<file path="src/rtl/eeprom_page_host_defs.svh">
// Timing and field constants for the page-write host controller
`ifndef EEPROM_PAGE_HOST_DEFS_SVH
`define EEPROM_PAGE_HOST_DEFS_SVH
`define CLK_PERIOD_NS 10
`define PAGE_BYTES 128
`define LOAD_WINDOW_US 30
`define LOAD_WINDOW_CYC ((`LOAD_WINDOW_US * 1000) / `CLK_PERIOD_NS)
`define BYTE_LOAD_GAP_US 100
`define BYTE_LOAD_GAP_CYC ((`BYTE_LOAD_GAP_US * 1000 + `CLK_PERIOD_NS - 1) / `CLK_PERIOD_NS)
`define PROGRAM_CYCLE_MS 10
`define PROGRAM_CYCLE_CYC ((`PROGRAM_CYCLE_MS * 1000000 + `CLK_PERIOD_NS - 1) / `CLK_PERIOD_NS)
`define START_DELAY_NS 150
`define START_DELAY_CYC ((`START_DELAY_NS + `CLK_PERIOD_NS - 1) / `CLK_PERIOD_NS)
`define STROBE_CYC 30
`define SETUP_CYC 11
`define READ_CYC 16
`define TOGGLE_BIT 6
`define POLL_BIT 7
`define OFS_BITS 7
`endif

</file>
<file path="src/rtl/eeprom_page_host_pkg.sv">
// Types for the page-write host controller
`default_nettype none
package eeprom_page_host_pkg;
  typedef enum logic [1:0] {
    MODE_WAIT = 2'b00,
    MODE_TOGGLE = 2'b01,
    MODE_POLL = 2'b10,
    MODE_READY = 2'b11
  } done_mode_t;
  typedef enum logic [2:0] {
    ST_IDLE = 3'b000,
    ST_SETUP = 3'b001,
    ST_STROBE = 3'b010,
    ST_GAP = 3'b011,
    ST_START = 3'b100,
    ST_BUSY = 3'b101,
    ST_READ = 3'b110
  } host_state_t;
endpackage
`default_nettype wire

</file>
<file path="src/rtl/eeprom_page_host.sv">
// Host controller that writes pages to a parallel EEPROM and detects completion
`timescale 1ns/100ps
`default_nettype none
`include "eeprom_page_host_defs.svh"
module eeprom_page_host (
  input wire logic clk,
  input wire logic reset,
  input wire logic page_valid,
  input wire logic [9:0] page_select_address,
  input wire logic [6:0] page_count_m1,
  input wire eeprom_page_host_pkg::done_mode_t done_mode,
  output logic page_ready,
  input wire logic byte_valid,
  input wire logic [7:0] byte_data,
  output logic byte_ready,
  output logic page_done,
  output logic busy,
  output logic [16:0] mem_addr,
  output logic [7:0] mem_dq_o,
  output logic mem_dq_oe,
  input wire logic [7:0] mem_dq_i,
  output logic mem_chip_sel_n,
  output logic mem_write_n,
  output logic mem_read_n,
  output logic protect_lock_n,
  input wire logic mem_ready_n
);
  import eeprom_page_host_pkg::*;

  host_state_t state_ff;
  done_mode_t mode_ff;
  logic [9:0] page_ff;
  logic [6:0] last_ff;
  logic [6:0] ofs_ff;
  logic [31:0] cnt_ff;
  logic [31:0] gap_ff;
  logic last_top_ff;
  logic prev_tog_ff;
  logic first_read_ff;

  function automatic logic [31:0] cyc(input logic [31:0] v);
    cyc = v - 32'h1;
  endfunction

  always_ff @(posedge clk or posedge reset) begin
    if (reset) begin
      state_ff <= ST_IDLE;
      mode_ff <= MODE_WAIT;
      page_ff <= 10'h000;
      last_ff <= 7'h00;
      ofs_ff <= 7'h00;
      cnt_ff <= 32'h0;
      last_top_ff <= 1'b0;
      prev_tog_ff <= 1'b0;
      first_read_ff <= 1'b0;
      page_ready <= 1'b0;
      byte_ready <= 1'b0;
      page_done <= 1'b0;
      mem_addr <= 17'h00000;
      mem_dq_o <= 8'h00;
      mem_dq_oe <= 1'b0;
      mem_chip_sel_n <= 1'b1;
      mem_write_n <= 1'b1;
      mem_read_n <= 1'b1;
      busy <= 1'b0;
    end else begin
      page_done <= 1'b0;
      cnt_ff <= cnt_ff + 32'h1;
      case (state_ff)
        ST_IDLE: begin
          page_ready <= protect_lock_n;
          if (page_ready && page_valid) begin
            page_ready <= 1'b0;
            page_ff <= page_select_address;
            last_ff <= page_count_m1;
            mode_ff <= done_mode;
            ofs_ff <= 7'h00;
            byte_ready <= 1'b1;
            busy <= 1'b1;
            state_ff <= ST_SETUP;
            cnt_ff <= 32'h0;
          end
        end
        ST_SETUP: begin
          if (byte_ready && byte_valid) begin
            byte_ready <= 1'b0;
            mem_addr <= {page_ff, ofs_ff};
            mem_dq_o <= byte_data;
            mem_dq_oe <= 1'b1;
            last_top_ff <= byte_data[`POLL_BIT];
            mem_chip_sel_n <= 1'b0;
            mem_write_n <= 1'b0;
            cnt_ff <= 32'h0;
            state_ff <= ST_STROBE;
          end else if (ofs_ff != 7'h00 && gap_ff >= cyc(`LOAD_WINDOW_CYC - `STROBE_CYC)) begin
            // Source too slow: close the page early rather than break the window
            byte_ready <= 1'b0;
            cnt_ff <= 32'h0;
            state_ff <= ST_GAP;
          end
        end
        ST_STROBE: begin
          if (cnt_ff == cyc(`STROBE_CYC)) begin
            mem_write_n <= 1'b1;
            mem_chip_sel_n <= 1'b1;
            cnt_ff <= 32'h0;
            if (ofs_ff == last_ff) begin
              state_ff <= ST_GAP;
            end else begin
              ofs_ff <= ofs_ff + 7'h01;
              byte_ready <= 1'b1;
              state_ff <= ST_SETUP;
            end
          end
        end
        ST_GAP: begin
          mem_dq_oe <= 1'b0;
          // Idle time counts from the last strobe rise, or from the early close out of ST_SETUP; polling earlier could read a stale cell
          if (cnt_ff >= cyc(`BYTE_LOAD_GAP_CYC)) begin
            cnt_ff <= 32'h0;
            state_ff <= ST_START;
          end
        end
        ST_START: begin
          if (cnt_ff == cyc(`START_DELAY_CYC)) begin
            cnt_ff <= 32'h0;
            first_read_ff <= 1'b1;
            state_ff <= ST_BUSY;
          end
        end
        ST_BUSY: begin
          if (mode_ff == MODE_WAIT) begin
            // Blind wait ignores the status pins and always pays the worst-case time
            if (cnt_ff >= cyc(`PROGRAM_CYCLE_CYC)) begin
              page_done <= 1'b1;
              busy <= 1'b0;
              state_ff <= ST_IDLE;
            end
          end else if (mode_ff == MODE_READY) begin
            if (mem_ready_n) begin
              page_done <= 1'b1;
              busy <= 1'b0;
              state_ff <= ST_IDLE;
            end
          end else if (cnt_ff >= cyc(`SETUP_CYC)) begin
            mem_addr <= {page_ff, 7'h00};
            mem_chip_sel_n <= 1'b0;
            mem_read_n <= 1'b0;
            cnt_ff <= 32'h0;
            state_ff <= ST_READ;
          end
        end
        ST_READ: begin
          if (cnt_ff == cyc(`READ_CYC)) begin
            mem_chip_sel_n <= 1'b1;
            mem_read_n <= 1'b1;
            cnt_ff <= 32'h0;
            first_read_ff <= 1'b0;
            prev_tog_ff <= mem_dq_i[`TOGGLE_BIT];
            state_ff <= ST_BUSY;
            if (mode_ff == MODE_TOGGLE) begin
              // First read only seeds the reference; the ending level is not fixed
              if (!first_read_ff && mem_dq_i[`TOGGLE_BIT] == prev_tog_ff) begin
                page_done <= 1'b1;
                busy <= 1'b0;
                state_ff <= ST_IDLE;
              end
            end else if (mem_dq_i[`POLL_BIT] == last_top_ff) begin
              page_done <= 1'b1;
              busy <= 1'b0;
              state_ff <= ST_IDLE;
            end
          end
        end
        default: begin
          state_ff <= ST_IDLE;
          busy <= 1'b0;
        end
      endcase
    end
  end

  // Protect lifts one edge after reset so no stray strobe can program the device
  always_ff @(posedge clk or posedge reset) begin
    if (reset) begin
      protect_lock_n <= 1'b0;
    end else begin
      protect_lock_n <= 1'b1;
    end
  end

  // Cycles since the last falling write strobe
  always_ff @(posedge clk or posedge reset) begin
    if (reset) begin
      gap_ff <= 32'h0;
    end else if (state_ff == ST_SETUP && byte_ready && byte_valid) begin
      gap_ff <= 32'h0;
    end else if (gap_ff != 32'hFFFFFFFF) begin
      gap_ff <= gap_ff + 32'h1;
    end
  end
endmodule
`default_nettype wire

</file>
<file path="config.mk">
export PLATFORM = sky130hd
export DESIGN_NAME = eeprom_page_host
export DESIGN_NICKNAME = d
export VERILOG_FILES = /design/src/rtl/eeprom_page_host_pkg.sv /design/src/rtl/eeprom_page_host.sv
export VERILOG_INCLUDE_DIRS = /design/src /design/src/rtl
export SDC_FILE = /design/constraint.sdc
export NUM_CORES = 1
export LEC_CHECK = 0
export BUFFER_PORTS_ARGS = -buffer_cell sky130_fd_sc_hd__buf_2
export CAP_MARGIN = 40
export CORE_MARGIN = 5
export CORE_UTILIZATION = 29
export DETAILED_ROUTE_END_ITERATION = 7
export GPL_TIMING_DRIVEN = 0
export HOLD_SLACK_MARGIN = 0.12
export PLACE_DENSITY_LB_ADDON = 0.3
export SLEW_MARGIN = 40
export SYNTH_ARGS = -nofsm -noshare
export SYNTH_HDL_FRONTEND = slang
export SYNTH_SLANG_ARGS = --single-unit
</file>
<file path="constraint.sdc">
create_clock -name clk -period 4.8 [get_ports clk]
set_clock_uncertainty 0.1 [all_clocks]
set_input_delay 0.96 -clock clk [delete_from_list [all_inputs] [get_ports clk]]
set_output_delay 0.96 -clock clk [all_outputs]
set_load 0.005 [all_outputs]
</file>
# Word-level counts from Yosys, hierarchy flattened
# Cells that the tools add are included.
# W data, S select, Z words.
[classes] n_addsub=3 multipliers=0 div=0 n_lt_le_gt_ge=4 n_eq_ne=33 shift=0 n_mux=78 bitwise_logic=1 reduce_logical=33
[ops] cell="$mux W32" count=12
[ops] cell="$pmux W32 S7" count=1
[ops] cell="$mux W17" count=4
[ops] cell="$add A32 B1 Y32 const B" count=2
[ops] cell="$eq A32 B4 Y1 const B" count=2
[ops] cell="$mux W3" count=15
[ops] cell="$pmux W17 S2" count=1
[ops] cell="$eq A32 B5 Y1 const B" count=1
[ops] cell="$ge A32 B12 Y1 const B" count=1
[ops] cell="$ge A32 B14 Y1 const B" count=1
[ops] cell="$ge A32 B20 Y1 const B" count=1
[ops] cell="$ge A32 B4 Y1 const B" count=1
[ops] cell="$ne A32 B32 Y1 const B" count=1
[ops] cell="$mux W1" count=31
[ops] cell="$mux W7" count=3
[ops] cell="$pmux W3 S7" count=1
[ops] cell="$ne A2 B2 Y1 const B" count=10
[ops] cell="$ne A3 B3 Y1 const B" count=6
[ops] cell="$reduce_and A5 Y1" count=3
[ops] cell="$pmux W7 S2" count=1
[ops] cell="$reduce_bool A2 Y1" count=7
[ops] cell="$pmux W1 S2" count=5
[ops] cell="$eq A3 B3 Y1 const B" count=3
[ops] cell="$reduce_and A9 Y1" count=1
[ops] cell="other kinds (25)" count=38
[totals] register_bits=130 latchBits=0 ram_bits=0 mem_bits_ro=0 input_bits=40 out_inout_bits=34 word_cells=173 mem_count=0

# Logic depth before layout (Yosys ltp)
[depth] depth_word=6 mapped_depth=10 mapped_depth_nobuf=9

# Worst setup path before layout
# Ideal clock, no wire load.
[synth_timing] path_kind="reg-to-reg" start="reg cnt_ff[14]" end="reg state_ff[0]" arrival_time_ns=2.567 required_ns=4.575 path_slack_ns=2.008 path_stages_with_launch=8 path_buffers=0 synth_period_minus_slack_ns=2.792 cell_sequence="dfrtp_1 -> or4_4 -> or3_4 -> or4_4 -> nand2_2 -> nand3_4 -> nor3_2 -> mux2_2"
[synth_via] elab_chain_len=3
[synth_rtl] item="start, declared" line="eeprom_page_host.sv:35" text="logic [31:0] cnt_ff;"
[synth_rtl] item="start signal, assigned" line="eeprom_page_host.sv:68" text="cnt_ff <= cnt_ff + 32'h1;"
[synth_rtl] item="$ge A32 B4 Y1 (tied with other cells)" line="eeprom_page_host.sv:145" text="end else if (cnt_ff >= cyc(`SETUP_CYC)) begin"
[synth_rtl] item="$ne A4 B4 Y1 (no line) (tied with other cells)"
[synth_rtl] item="$reduce_and A9 Y1 (no line) *"
[synth_rtl] item="end signal, assigned" line="eeprom_page_host.sv:143" text="state_ff <= ST_IDLE;"
[synth_rtl] item="end signal, assigned" line="eeprom_page_host.sv:150" text="state_ff <= ST_READ;"
[synth_rtl] item="end signal, assigned" line="eeprom_page_host.sv:160" text="state_ff <= ST_BUSY;"
[synth_rtl] item="end, declared" line="eeprom_page_host.sv:30" text="host_state_t state_ff;"
# Every way passes the cells marked *; elsewhere a longest branch is shown, timed or not.
# A chain may end at the register's enable or synchronous reset.

# Worst setup path after layout
[layout_timing] start="reg cnt_ff[14]" end="reg mem_addr[16]"
[layout_via] elab_chain_len=3
[layout_rtl] item="$ge A32 B4 Y1" line="eeprom_page_host.sv:145"
[layout_rtl] item="$ne A2 B2 Y1 (no line)"
[layout_rtl] item="$reduce_and A5 Y1 (no line)"
[layout_rtl] item="end signal, assigned" line="eeprom_page_host.sv:87" text="mem_addr <= {page_ff, ofs_ff};"
[layout_rtl] item="end signal, assigned" line="eeprom_page_host.sv:146" text="mem_addr <= {page_ff, 7'h00};"
[layout_rtl] item="end, declared" line="eeprom_page_host.sv:18" text="output logic [16:0] mem_addr,"
# No other way between the ends.

==> flow_summary.yaml <==
worst_setup_path:
  critical_path.slowest_cell: "or4_4"
  reg2reg_slack_ps: 1680
  crit_type: "register to register"
  crit_top_cell: "buf_4"
  required_ps: 5000
  cp-start-kind: "register"
  crit_fanout: 10
  cpPeakStageDelay_ps: 570
  crit_path_cell_trace: "or4_4 > or3_4 > nor3_1 > a311o_1 > a21o_1 > buf_4 > buf_4 > mux2_2"
  reg2regPathDepth: 8
  cp.arrival_ps: 3320
  cp-end-kind: "register"
die:
  die_h_um: 160
  dieArea_um2: 25600
  start_util_pct: 29.7
  ios: 74
  fp-row-count: 54
  fp.dieW_um: 160
  core_area_um2: 22000
timing:
  min_period_ps: 3120
  maxSlewViolCount: 0
  worst_pin_slew_ps: 800
  setup_tns_ps: 0
  setup_viol: 0
  fin_ws_ps: 1680
  finalCritPeriodShare_pct: 65.0
  slew_headroom_pct: 46.3
  fmax_mhz: 320
  hold_viol_final: 0
  rsz0062_at_grt: "no"
place:
  finalWeightedCongestion: 0.768
  preCtsSetupSlack_ps: 1660
  portBuffers: 67
  post-dp-hpwl_um: 10400
clocking:
  path_clk_slew_ps: 60
  clock_path_buffers: 2
  numCtsBuffers: 17
  post_cts_resized: 0
  cts_setup_buffers: 0
  clockRootBuffer: "clkbuf_16"
  hold_buffers: 0
  cts.sinks: 129
  insertion_delay_ps: 410
  cts_tree: "done"
  htree_levels: 4
synthesis:
  netlist_instances: 620
  yosys-top-cells-area: "dfrtp_1 (48%), mux2_2 (6.6%), xor2_1 (5.6%)"
  async_flop_share_pct: 100
  yosys_most_used_dff: "dfrtp_1"
  postSynthAreaPerCell_um2: 10.5
  ys_types: 61
  ys_seq_elements: 129
  yosysWarnings: 0
  synth_edf_count: 0
  synth_common_cells: "dfrtp_1 (126), nor2_1 (58), xor2_1 (42), nand2_1 (39), mux2_2 (38)"
  yosysTopAreaCell: "dfrtp_1"
  synth_top_area_share_pct: 48.3
  netlist_area_um2: 6530
  synth_nets: 671
  yosysMostFrequentCell: "dfrtp_1"
  synth-seq-area-share_pct: 49.5
final_layout:
  area_delta_synth_final_pct: 20.5
  fill_cells: 2210
  drive_above_1_share_pct: 28.1
  seqCellArea_um2: 3230
  multi_input_area_um2: 3130
  final_nets: 758
  antennaDiodeCount: 0
route:
  viasPerCell: 4.79
  post_drt_wl_per_cell_um: 14.7
  drt_pass1_iterations: 4
  via_count: 4790
  ant_nets: 0
  postRouteWirelength_um: 14700
  drt_iter0_markers: 247
  drc: 0
grt:
  globalRouteOverflowTotal: 0
  grt_pass1_wl_um: 25400
  grt_pass1_vias: 4899
  grt_max_degree: 70
  grt_antenna_before_repair: 0
  track_usage_pct: 12.1
pwr:
  clkPwrFrac_pct: 29.6
  power.leakage_uw: 0.00351
  p_sw_share_pct: 35.5
  power_density_nw_per_um2: 562
  internal_power_uw: 2850
  peakVddDrop_mv: 0.276
  p_sw_uw: 1570
  power_frac_comb_pct: 31.8
  seq_power_share_pct: 38.6
  power_uw: 4420
worst_hold_path:
  hold-path-cell-count: 1
  hp-class: "register to register"
flow_run:
  cap_viol_max_count: 0
outcome:
  outcome: "finished clean"
==> worst max-delay path: cells and delay by family (launching register included) <==
kind | cells | cell delay [ps]
muxes | 1 | 340
and+or+nand+nor | 3 | 1260
AOI/OAI and AO/OA | 2 | 460
buffers and inverters | 2 | 390
DFF | 1 | 450
==> metal layers <==
layer / vias to the layer above / global-route usage (%) / share of wire (%) / routed length (um)
li1: 2345 / - / - / -
met1: 2353 / 16.3 / 49 / 7240
met2: 80 / 18.5 / 45 / 6550
met3: 12 / 3.69 / 4.8 / 711
met4: 0 / 3.99 / 1.3 / 191
met5: - / 0 / 0 / 0
==> power groups by stage <==
stage | logic, uW | registers [uW] | clock network (uW)
floorplan | 1030 | 1670 | 0
CTS | 1430 | 1710 | 1350
finish | 1410 | 1710 | 1310
detailed placement | 1430 | 1720 | 0
global placement | 1400 | 1720 | 0
global route | 1580 | 1770 | 1390
==> cells in the final DEF (no fill, tap or decap), drive strengths merged, types with 11 or more instances in the layout <==
cell,count
dfrtp,126
nor2,92
buf,77
xor2,42
nand2,40
mux2,38
clkbuf,35
xnor2,33
nand3,33
nand4,24
and3,20
inv,18
o21ai,17
nor4,13
nor3,13
ha,11
==> sequential cells by signal, summed over array words and instances, names as in the netlist, 2 cells and up <==
name / flops
cnt_ff: 32
gap_ff: 32
last_ff: 7
state_ff: 3
mem_addr: 17
mem_dq_o: 8
mode_ff: 2
ofs_ff: 7
page_ff: 10
==> cells by family (layout without fill, tap and decap cells) <==
kind of cell	after synthesis	after routing	synth area share, %
AOI/OAI and AO/OA	55	55	6.25
xor gates and xnor gates	75	75	10.1
adders and majority gates	11	11	2.11
buffers and inverters	38	138	2.74
DFF	129	129	49.5
muxes	38	38	6.56
other	1	1	0.0575
and+or+nand+nor	273	273	22.7
==> worst paths after layout <==
check                            from             end
hold reg to reg             mem_dq_oe       mem_dq_oe
min in group asynchronous       reset       page_done
setup / recovery           cnt_ff[14]    mem_addr[16]
hold / removal              mem_dq_oe       mem_dq_oe
max in group asynchronous       reset  mem_chip_sel_n
setup reg to reg           cnt_ff[14]    mem_addr[16]
==> final cells by class <==
type                            instances  share of cell area, %
Clock buffer                           19                   5.76
Timing Repair Buffer                   68                   4.61
Tap cell                              280                   4.45
Sequential cell                       129                   41.1
Buffer                                 25                   1.65
Inverter                               13                  0.716
Clock inverter                         13                   1.89
Multi-Input combinational cell        453                   39.8
==> stage by stage <==
step | hold WS [ps] | instance area, um^2 | instances | utilization, %
global placement | 365 | 7210 | 967 | 32.8
floorplan | 357 | 6530 | 620 | -
CTS | 390 | 7870 | 1000 | 35.8
detailed placement | 380 | 7260 | 968 | 33.1
global route | 413 | 7870 | 1000 | 35.8
finish | 381 | 7870 | 1000 | 35.8
Power figures use the tool's default switching activity.
